`config.mk`:
```
export PLATFORM = sky130hd
export DESIGN_NAME = adc_cal_tail
export DESIGN_NICKNAME = d
export VERILOG_FILES = /design/src/adc_tail_pkg.sv /design/src/map_checksum.sv /design/src/adc_cal_tail.sv
export SDC_FILE = /design/constraint.sdc
export NUM_CORES = 1
export LEC_CHECK = 0
export ABC_AREA = 0
export BUFFER_PORTS_ARGS = -buffer_cell sky130_fd_sc_hd__clkbuf_2
export CORE_MARGIN = 1.5
export CORE_UTILIZATION = 35
export DETAILED_ROUTE_END_ITERATION = 16
export GPL_ROUTABILITY_DRIVEN = 0
export PLACE_DENSITY = 0.55
export SLEW_MARGIN = 20
export SYNTH_ARGS = -nofsm -noshare
export SYNTH_HDL_FRONTEND = slang
export SYNTH_SLANG_ARGS = --single-unit
```
`constraint.sdc`:
```
create_clock -name clk_sys -period 9.34 [get_ports clk_sys]
set_input_delay 1.868 -clock clk_sys [delete_from_list [all_inputs] [get_ports clk_sys]]
set_output_delay 1.868 -clock clk_sys [all_outputs]
set_load 0.02 [all_outputs]
```
`src/adc_tail_pkg.sv`:
```
// constants for the channel 3 calibration tail of the register map
// assumes a 16-bit register map reached over the serial port
package adc_tail_pkg;
    localparam int          WORD_W         = 16;
    localparam int          ADDR_W         = 6;
    localparam int          TRIM_W         = 8;
    localparam int          COEF_W         = 24;
    localparam int          MAP_W          = 64;
    localparam logic [5:0]  ADDR_OFF_HIGH  = 6'h19;
    localparam logic [5:0]  ADDR_OFF_LOW   = 6'h1a;
    localparam logic [5:0]  ADDR_GAIN_HIGH = 6'h1b;
    localparam logic [5:0]  ADDR_GAIN_LOW  = 6'h1c;
    localparam logic [5:0]  ADDR_CHECKSUM  = 6'h3e;
    localparam logic [5:0]  ADDR_RESERVED  = 6'h3f;
    // command word: write flag in the top bit, address in the low bits
    localparam int          CMD_WRITE_BIT  = 15;
    localparam logic [3:0]  LAST_BIT       = 4'hf;
    localparam logic [15:0] OFF_HIGH_RST   = 16'h0000;
    localparam logic [7:0]  OFF_LOW_RST    = 8'h00;
    localparam logic [15:0] GAIN_HIGH_RST  = 16'h8000;
    localparam logic [7:0]  GAIN_LOW_RST   = 8'h00;
    localparam logic [15:0] CHECKSUM_RST   = 16'h0000;
    localparam logic [15:0] RESERVED_RST   = 16'h0000;
    localparam logic [7:0]  LOW_PAD        = 8'h00;
    localparam logic [15:0] CRC_POLY       = 16'h1021;
    localparam logic [15:0] CRC_INIT       = 16'hffff;
    localparam int          SAMPLE_PERIOD  = 1024;
endpackage

```
`src/map_checksum.sv`:
```
// combinational crc over the packed writable register map
// assumes the caller registers the result
`timescale 1ns/1ps
module map_checksum #(
    parameter int MAP_W = adc_tail_pkg::MAP_W
) (
    input  wire logic [MAP_W-1:0] mapBits,
    output logic      [15:0]      crcOut
);
    if (MAP_W < 1) begin : g_width_check
        $error("map width must be positive");
    end

    // msb first, one bit per step; cheap at this width
    always_comb begin
        logic [15:0] acc;
        logic        fb;
        acc = adc_tail_pkg::CRC_INIT;
        fb  = 1'b0;
        for (int i = MAP_W - 1; i >= 0; i--) begin
            fb  = acc[15] ^ mapBits[i];
            acc = {acc[14:0], 1'b0};
            if (fb) begin
                acc = acc ^ adc_tail_pkg::CRC_POLY;
            end
        end
        crcOut = acc;
    end
endmodule

```
`src/adc_cal_tail.sv`:
```
// channel 3 calibration registers, map checksum, shared serial port
// assumes pins are synchronous to clk_sys, which also serves as the
// converter master clock
//
// Contract
// - offset trim bits 7:0 sit in low word 15:8, read/write, reset 0.
// - low calibration words always read zero in bits 7:0.
// - gain trim bits 23:8 in writable word at 1Bh, reset 8000h.
// - gain trim bits 7:0 in upper byte of word 1Ch, reset 0.
// - read-only map checksum at 3Eh, reads zero after reset.
// - serial output is released whenever chip select is high.
// - devices sharing clock and sync convert at the same instants.
// - offset trim bits 23:8 in separate writable word, reset 0.
`timescale 1ns/1ps
module adc_cal_tail #(
    parameter int SAMPLE_PERIOD = adc_tail_pkg::SAMPLE_PERIOD
) (
    input  wire logic        clk_sys,
    input  wire logic        rst,
    input  wire logic        csN,
    input  wire logic        sclk,
    input  wire logic        din,
    output logic             dout,
    output logic             doutEn,
    input  wire logic        syncN,
    output logic             sampleReadyN,
    output logic      [23:0] ch3OffsetCoef,
    output logic      [23:0] ch3GainCoef
);
    localparam int CNT_W = $clog2(SAMPLE_PERIOD);
    localparam logic [CNT_W-1:0] CNT_LAST = CNT_W'(SAMPLE_PERIOD - 1);
    // two cycles would leave only one idle cycle between ready pulses
    if (SAMPLE_PERIOD < 3) begin : g_period_check
        $error("sample period must be at least three cycles");
    end

    typedef enum logic [3:0] {
        S_IDLE = 4'h1,
        S_CMD  = 4'h2,
        S_DATA = 4'h4,
        S_DONE = 4'h8
    } port_state_t;

    port_state_t state_reg, state_next;
    logic        sclkPrev_reg, sclkPrev_next;
    logic [3:0]  bitCnt_reg, bitCnt_next;
    logic [15:0] shift_reg, shift_next;
    logic [15:0] tx_reg, tx_next;
    logic        dout_reg, dout_next;
    logic        cmdWrite_reg, cmdWrite_next;
    logic [5:0]  addr_reg, addr_next;
    logic        writeFire;
    logic [15:0] shiftIn;
    logic        sclkRise, sclkFall;
    logic [15:0] offHigh_reg, offHigh_next;
    logic [7:0]  offLow_reg, offLow_next;
    logic [15:0] gainHigh_reg, gainHigh_next;
    logic [7:0]  gainLow_reg, gainLow_next;
    logic [15:0] rsv_reg, rsv_next;
    logic [15:0] checksum_reg, checksum_next;
    logic        crcPending_reg, crcPending_next;
    logic [15:0] crcOut;
    logic [CNT_W-1:0] sampleCnt_reg, sampleCnt_next;
    logic             ready_reg, ready_next;
    // unmapped addresses read as zero
    function automatic logic [15:0] readWord(input logic [5:0] a);
        case (a)
            adc_tail_pkg::ADDR_OFF_HIGH:  readWord = offHigh_reg;
            adc_tail_pkg::ADDR_OFF_LOW:
                readWord = {offLow_reg, adc_tail_pkg::LOW_PAD};
            adc_tail_pkg::ADDR_GAIN_HIGH: readWord = gainHigh_reg;
            adc_tail_pkg::ADDR_GAIN_LOW:
                readWord = {gainLow_reg, adc_tail_pkg::LOW_PAD};
            adc_tail_pkg::ADDR_CHECKSUM:  readWord = checksum_reg;
            adc_tail_pkg::ADDR_RESERVED:  readWord = rsv_reg;
            default:                      readWord = 16'h0000;
        endcase
    endfunction
    assign sclkRise = sclk & ~sclkPrev_reg;
    assign sclkFall = ~sclk & sclkPrev_reg;
    assign shiftIn  = {shift_reg[14:0], din};
    // serial port: 16-bit command then 16-bit data, sampled on rising sclk
    always_comb begin
        state_next    = state_reg;
        sclkPrev_next = sclk;
        bitCnt_next   = bitCnt_reg;
        shift_next    = shift_reg;
        tx_next       = tx_reg;
        dout_next     = dout_reg;
        cmdWrite_next = cmdWrite_reg;
        addr_next     = addr_reg;
        writeFire     = 1'b0;
        case (state_reg)
            S_IDLE: begin
                bitCnt_next = 4'h0;
                dout_next   = 1'b0;
                if (!csN) begin
                    state_next = S_CMD;
                end
            end
            S_CMD: begin
                if (sclkRise) begin
                    shift_next  = shiftIn;
                    bitCnt_next = bitCnt_reg + 4'h1;
                    if (bitCnt_reg == adc_tail_pkg::LAST_BIT) begin
                        cmdWrite_next = shiftIn[adc_tail_pkg::CMD_WRITE_BIT];
                        addr_next     = shiftIn[5:0];
                        tx_next       = readWord(shiftIn[5:0]);
                        state_next    = S_DATA;
                    end
                end
            end
            S_DATA: begin
                // reply bits change on falling sclk, ahead of the next rise
                if (sclkFall) begin
                    dout_next = tx_reg[15];
                    tx_next   = {tx_reg[14:0], 1'b0};
                end
                if (sclkRise) begin
                    shift_next  = shiftIn;
                    bitCnt_next = bitCnt_reg + 4'h1;
                    if (bitCnt_reg == adc_tail_pkg::LAST_BIT) begin
                        writeFire  = cmdWrite_reg;
                        state_next = S_DONE;
                    end
                end
            end
            S_DONE: begin
                if (sclkFall) begin
                    dout_next = 1'b0;
                end
            end
            default: begin
                state_next = S_IDLE;
            end
        endcase
        // a frame ends wherever select rises; a short frame writes nothing
        if (csN) begin
            state_next = S_IDLE;
            dout_next  = 1'b0;
        end
    end

    always_ff @(posedge clk_sys) begin
        if (rst) begin
            state_reg    <= S_IDLE;
            sclkPrev_reg <= 1'b0;
            bitCnt_reg   <= 4'h0;
            shift_reg    <= 16'h0000;
            tx_reg       <= 16'h0000;
            dout_reg     <= 1'b0;
            cmdWrite_reg <= 1'b0;
            addr_reg     <= 6'h00;
        end else begin
            state_reg    <= state_next;
            sclkPrev_reg <= sclkPrev_next;
            bitCnt_reg   <= bitCnt_next;
            shift_reg    <= shift_next;
            tx_reg       <= tx_next;
            dout_reg     <= dout_next;
            cmdWrite_reg <= cmdWrite_next;
            addr_reg     <= addr_next;
        end
    end

    assign dout   = dout_reg;
    assign doutEn = ~csN;
    // register file; the reserved word stores whatever is written
    always_comb begin
        offHigh_next    = offHigh_reg;
        offLow_next     = offLow_reg;
        gainHigh_next   = gainHigh_reg;
        gainLow_next    = gainLow_reg;
        rsv_next        = rsv_reg;
        checksum_next   = checksum_reg;
        crcPending_next = writeFire;
        if (writeFire) begin
            case (addr_reg)
                adc_tail_pkg::ADDR_OFF_HIGH:
                    offHigh_next = shift_next;
                adc_tail_pkg::ADDR_OFF_LOW:
                    offLow_next = shift_next[15:8];
                adc_tail_pkg::ADDR_GAIN_HIGH:
                    gainHigh_next = shift_next;
                adc_tail_pkg::ADDR_GAIN_LOW:
                    gainLow_next = shift_next[15:8];
                adc_tail_pkg::ADDR_RESERVED:  rsv_next = shift_next;
                default: ;
            endcase
        end
        // refreshed one cycle after a write so it covers the new value
        if (crcPending_reg) begin
            checksum_next = crcOut;
        end
    end

    always_ff @(posedge clk_sys) begin
        if (rst) begin
            offHigh_reg    <= adc_tail_pkg::OFF_HIGH_RST;
            offLow_reg     <= adc_tail_pkg::OFF_LOW_RST;
            gainHigh_reg   <= adc_tail_pkg::GAIN_HIGH_RST;
            gainLow_reg    <= adc_tail_pkg::GAIN_LOW_RST;
            rsv_reg        <= adc_tail_pkg::RESERVED_RST;
            checksum_reg   <= adc_tail_pkg::CHECKSUM_RST;
            crcPending_reg <= 1'b0;
        end else begin
            offHigh_reg    <= offHigh_next;
            offLow_reg     <= offLow_next;
            gainHigh_reg   <= gainHigh_next;
            gainLow_reg    <= gainLow_next;
            rsv_reg        <= rsv_next;
            checksum_reg   <= checksum_next;
            crcPending_reg <= crcPending_next;
        end
    end

    map_checksum #(
        .MAP_W (adc_tail_pkg::MAP_W)
    ) u_checksum (
        .mapBits ({offHigh_reg, offLow_reg, gainHigh_reg, gainLow_reg,
                   rsv_reg}),
        .crcOut  (crcOut)
    );
    assign ch3OffsetCoef = {offHigh_reg, offLow_reg};
    assign ch3GainCoef   = {gainHigh_reg, gainLow_reg};
    // sample period timer; sync low holds it at zero so every device
    // released by the same strobe on the same clock ticks in step
    always_comb begin
        ready_next = 1'b1;
        if (!syncN) begin
            sampleCnt_next = '0;
        end else if (sampleCnt_reg == CNT_LAST) begin
            sampleCnt_next = '0;
            ready_next     = 1'b0;
        end else begin
            sampleCnt_next = sampleCnt_reg + 1'b1;
        end
    end

    always_ff @(posedge clk_sys) begin
        if (rst) begin
            sampleCnt_reg <= '0;
            ready_reg     <= 1'b1;
        end else begin
            sampleCnt_reg <= sampleCnt_next;
            ready_reg     <= ready_next;
        end
    end

    assign sampleReadyN = ready_reg;
endmodule

```
==> impl_metrics.json <==
{
  "avgViaCountPerCell": 5.24,
  "drt_drc_violations_left": 0,
  "core_area_um2": 22800,
  "area.growth.synth_to_final_pct": 14.2,
  "netSwitchingFraction_pct": 22.5,
  "final_hold_viol_count": 0,
  "run_status": "finished clean",
  "max_cap_viol_count": 0,
  "clock-root-buffer": "clkbuf_16",
  "die_height_um": 156,
  "critical_path.reg2reg.endpoint": "checksum_reg[9]",
  "synth_edf_count": 0,
  "min_period_over_period_pct": 47.3,
  "crit_type": "register to register",
  "fraction_of_registers_with_async_set_or_reset_after_synthesis_pct": 0,
  "cp_data_required_time_ns": 9.67,
  "slew_headroom_pct": 27.9,
  "tritoncts_num_sinks": 141,
  "drt_iter0_drc": 578,
  "cts_tree": "built",
  "tritoncts.num_buffers": 17,
  "route.detailed.wl_per_inst_um": 20.4,
  "overflow": 0,
  "cp_startpoint": "offHigh_reg[12]",
  "die_w_um": 156,
  "p_switching_w": 0.000304,
  "finalNetCount": 849,
  "post_synth.cell_area_avg_um2": 10.1,
  "number_of_nets_in_the_synthesized_netlist": 823,
  "crit-reg2reg-launch": "offHigh_reg[12]",
  "cts_setup_buffers": 0,
  "antenna_found_initial": 0,
  "detail_route.first_pass.iterations": 7,
  "pins_over_their_slew_limit": 0,
  "power_leakage_nw": 3.70,
  "ctsResizeCount": 0,
  "design.die.area_um2": 24400,
  "seq_power_share_pct": 44.7,
  "n_antenna_cell": 0,
  "global_route.usage.total_pct": 20.4,
  "finalPower_w": 0.00135,
  "fin_tns_setup_ns": 0,
  "placementRows": 55,
  "power.clock.fraction_pct": 53.6,
  "power_density_nw_per_um2": 144,
  "largest_net_degree_at_the_start_of_global_routing": 91,
  "power_frac_comb_pct": 1.7,
  "hpwlAfterDp_um": 17500,
  "route.vias.total": 6113,
  "vdd_drop_max_mv": 0.115,
  "wl_um": 23800,
  "cts_hold_repair.buffers": 0,
  "synth.lib_cells_used.distinct": 52,
  "clock_insertion_delay_worst_skew_ns": 0.43,
  "synthesis.yosys.warnings": 0,
  "period_minus_slack_ns": 4.42,
  "fin_worst_skew_ns": 0.0118,
  "worst_slew_pin_slew_ns": 1.07,
  "synth_area_leader_cell": "dfxtp_1",
  "synth_cells": 815,
  "cts-htree-levels": 4,
  "post_synth_main_area_contributors": "dfxtp_1 34%, xnor3_1 9.9%, xnor2_1 8.1%, nor2_1 7.2%, a211oi_1 6.0%",
  "netlist_area_um2": 8220,
  "port_buffers": 56,
  "ioPinCount": 57,
  "route.antenna.remaining_nets": 0,
  "setup_viol": 0,
  "timing.hold.worst.class": "register to register",
  "unrepaired_setup_endpoints_after_global_routing": "false",
  "arrival_ns": 4.75,
  "achievable-frequency_mhz": 226,
  "end_kind": "register",
  "vias_in_the_first_global_route": 5776,
  "critical_path.startpoint_type": "register",
  "floorplan.initialDensity_pct": 36.0,
  "critical_path.endpoint": "checksum_reg[9]",
  "grt_first_pass_wirelength_um": 36500,
  "worst_setup_hold_path_clk_slew_ns": 0.06,
  "yosys_most_used_dff": "dfxtp_1",
  "final_layout_size_suffix_gt1_share_pct": 16.7,
  "path_max_fanout": 8,
  "synth_sequential_area_ratio_pct": 34.3,
  "worst-r2r-setup-slack_ns": 4.92,
  "netlist.area_leader.share_pct": 34.3,
  "cts.path.max_buffers": 2,
  "postSynthRegisterBits": 141,
  "timing.reg2reg.worst_path_depth": 10,
  "intPower_w": 0.00105
}
[synth_stat cells, types with 2 or more instances]
| cell type | count |
|---|---|
| nor2_1 | 158 |
| o22ai_1 | 2 |
| a222oi_1 | 9 |
| nand3_1 | 13 |
| xor2_2 | 3 |
| inv_1 | 5 |
| a311oi_1 | 8 |
| nor3_1 | 16 |
| xnor3_2 | 10 |
| ha_1 | 2 |
| a22o_1 | 7 |
| nand3b_1 | 2 |
| xnor3_1 | 36 |
| xnor2_1 | 76 |
| nand2b_1 | 11 |
| and3_1 | 3 |
| nor3b_1 | 4 |
| a221oi_1 | 7 |
| nor2b_1 | 5 |
| xor3_2 | 2 |
| clkbuf_1 | 51 |
| mux2i_1 | 37 |
| and3b_1 | 2 |
| buf_2 | 3 |
| nand2_1 | 11 |
| or3_1 | 3 |
| nand4_1 | 2 |
| and2_1 | 3 |
| xor3_1 | 6 |
| dfxtp_1 | 141 |
| o21ai_0 | 3 |
| mux2_2 | 3 |
| nor4_1 | 5 |
| a22oi_1 | 7 |
| a21oi_1 | 20 |
| a221o_1 | 7 |
| xor2_1 | 35 |
| or2_2 | 5 |
| xnor3_4 | 3 |
| xnor2_2 | 12 |
| a211oi_1 | 66 |
[area by class of cell]
class | count | area, µm²
timing repair buffer | 64 | 343
sequential | 141 | 2820
tap | 313 | 392
clock inverter | 13 | 175
multi-input combinational | 612 | 5190
clock buffer | 19 | 453
inverter | 5 | 18.8
fill | 2258 | 13500
[worst min-delay path by stage]
stage | to | cells after the start | slack [ns] | start
floorplan | sampleCnt_reg[0] | 1 | 0.43 | sampleCnt_reg[0]
global placement | sampleCnt_reg[0] | 1 | 0.45 | sampleCnt_reg[0]
detailed placement | sampleCnt_reg[0] | 1 | 0.45 | sampleCnt_reg[0]
CTS | sampleCnt_reg[0] | 1 | 0.47 | sampleCnt_reg[0]
global route | dout | 2 | 0.50 | dout
finish | sampleCnt_reg[0] | 1 | 0.46 | sampleCnt_reg[0]
[power by group through the flow]
stage | clock network (W) | logic (W) | registers [W]
2_1_floorplan | 0 | 0.0000190 | 0.000616
3_3_place_gp | 0 | 0.0000233 | 0.000618
3_5_place_dp | 0 | 0.0000232 | 0.000618
4_1_cts | 0.000734 | 0.0000232 | 0.000604
5_1_grt | 0.000761 | 0.0000254 | 0.000605
6_report | 0.000726 | 0.0000231 | 0.000604
[worst max-delay path: stages, from the launching register on]
cell      delay (ns)
dfxtp_1         0.59
xnor3_1         0.49
xor2_1          0.27
xor2_1          0.58
xnor3_1         0.57
xnor3_1         0.22
xnor2_1         0.33
xnor3_2         0.48
xnor3_1         0.39
or3_1           0.32
o311ai_1        0.09
[metal layers]
layer | vias to the layer above | global-route usage, % | share of wire [%] | wire, µm
met5 | - | 0 | 0 | 0
met1 | 2940 | 29.0 | 47 | 11100
met4 | 0 | 8.30 | 3.1 | 728
met2 | 200 | 30.8 | 45 | 10700
li1 | 2931 | - | - | -
met3 | 42 | 2.96 | 5.3 | 1260
[kinds of logic (layout without fill, tap and decap cells)]
logic type	count (synthesis)	in the layout	synth area share, %
fa+ha+maj	2	2	0.304
simple gates	244	244	13.2
flops	141	141	34.3
buf+inv	62	101	2.94
mux	40	40	4.92
xor+xnor	184	184	31.2
compound gates	142	142	13.2
[metrics by stage]
stage	hold slack, ns	instance area, µm²	util [%]	instances	setup WS (ns)
after floorplan	0.430	8220	-	815	5.31
after global placement	0.448	8760	38.4	1135	5.02
after detailed placement	0.454	8760	38.4	1135	4.99
after CTS	0.469	9390	41.1	1167	4.95
after global routing	0.502	9390	41.1	1167	4.73
final	0.464	9390	41.1	1167	4.92
[cell usage in the layout, fill, tap and decap left out, types with 8 or more instances in the layout]
cell       count
a211oi_1      66
a21oi_1       20
a222oi_1       9
a311oi_1       8
buf_4          9
clkbuf_16     17
clkbuf_2      55
dfxtp_1      141
mux2i_1       37
nand2_1       11
nand2b_1      11
nand3_1       13
nor2_1       157
nor3_1        13
xnor2_1       76
xnor2_2       12
xnor3_1       36
xnor3_2       10
xor2_1        35
(Power assumes the default switching activity.)
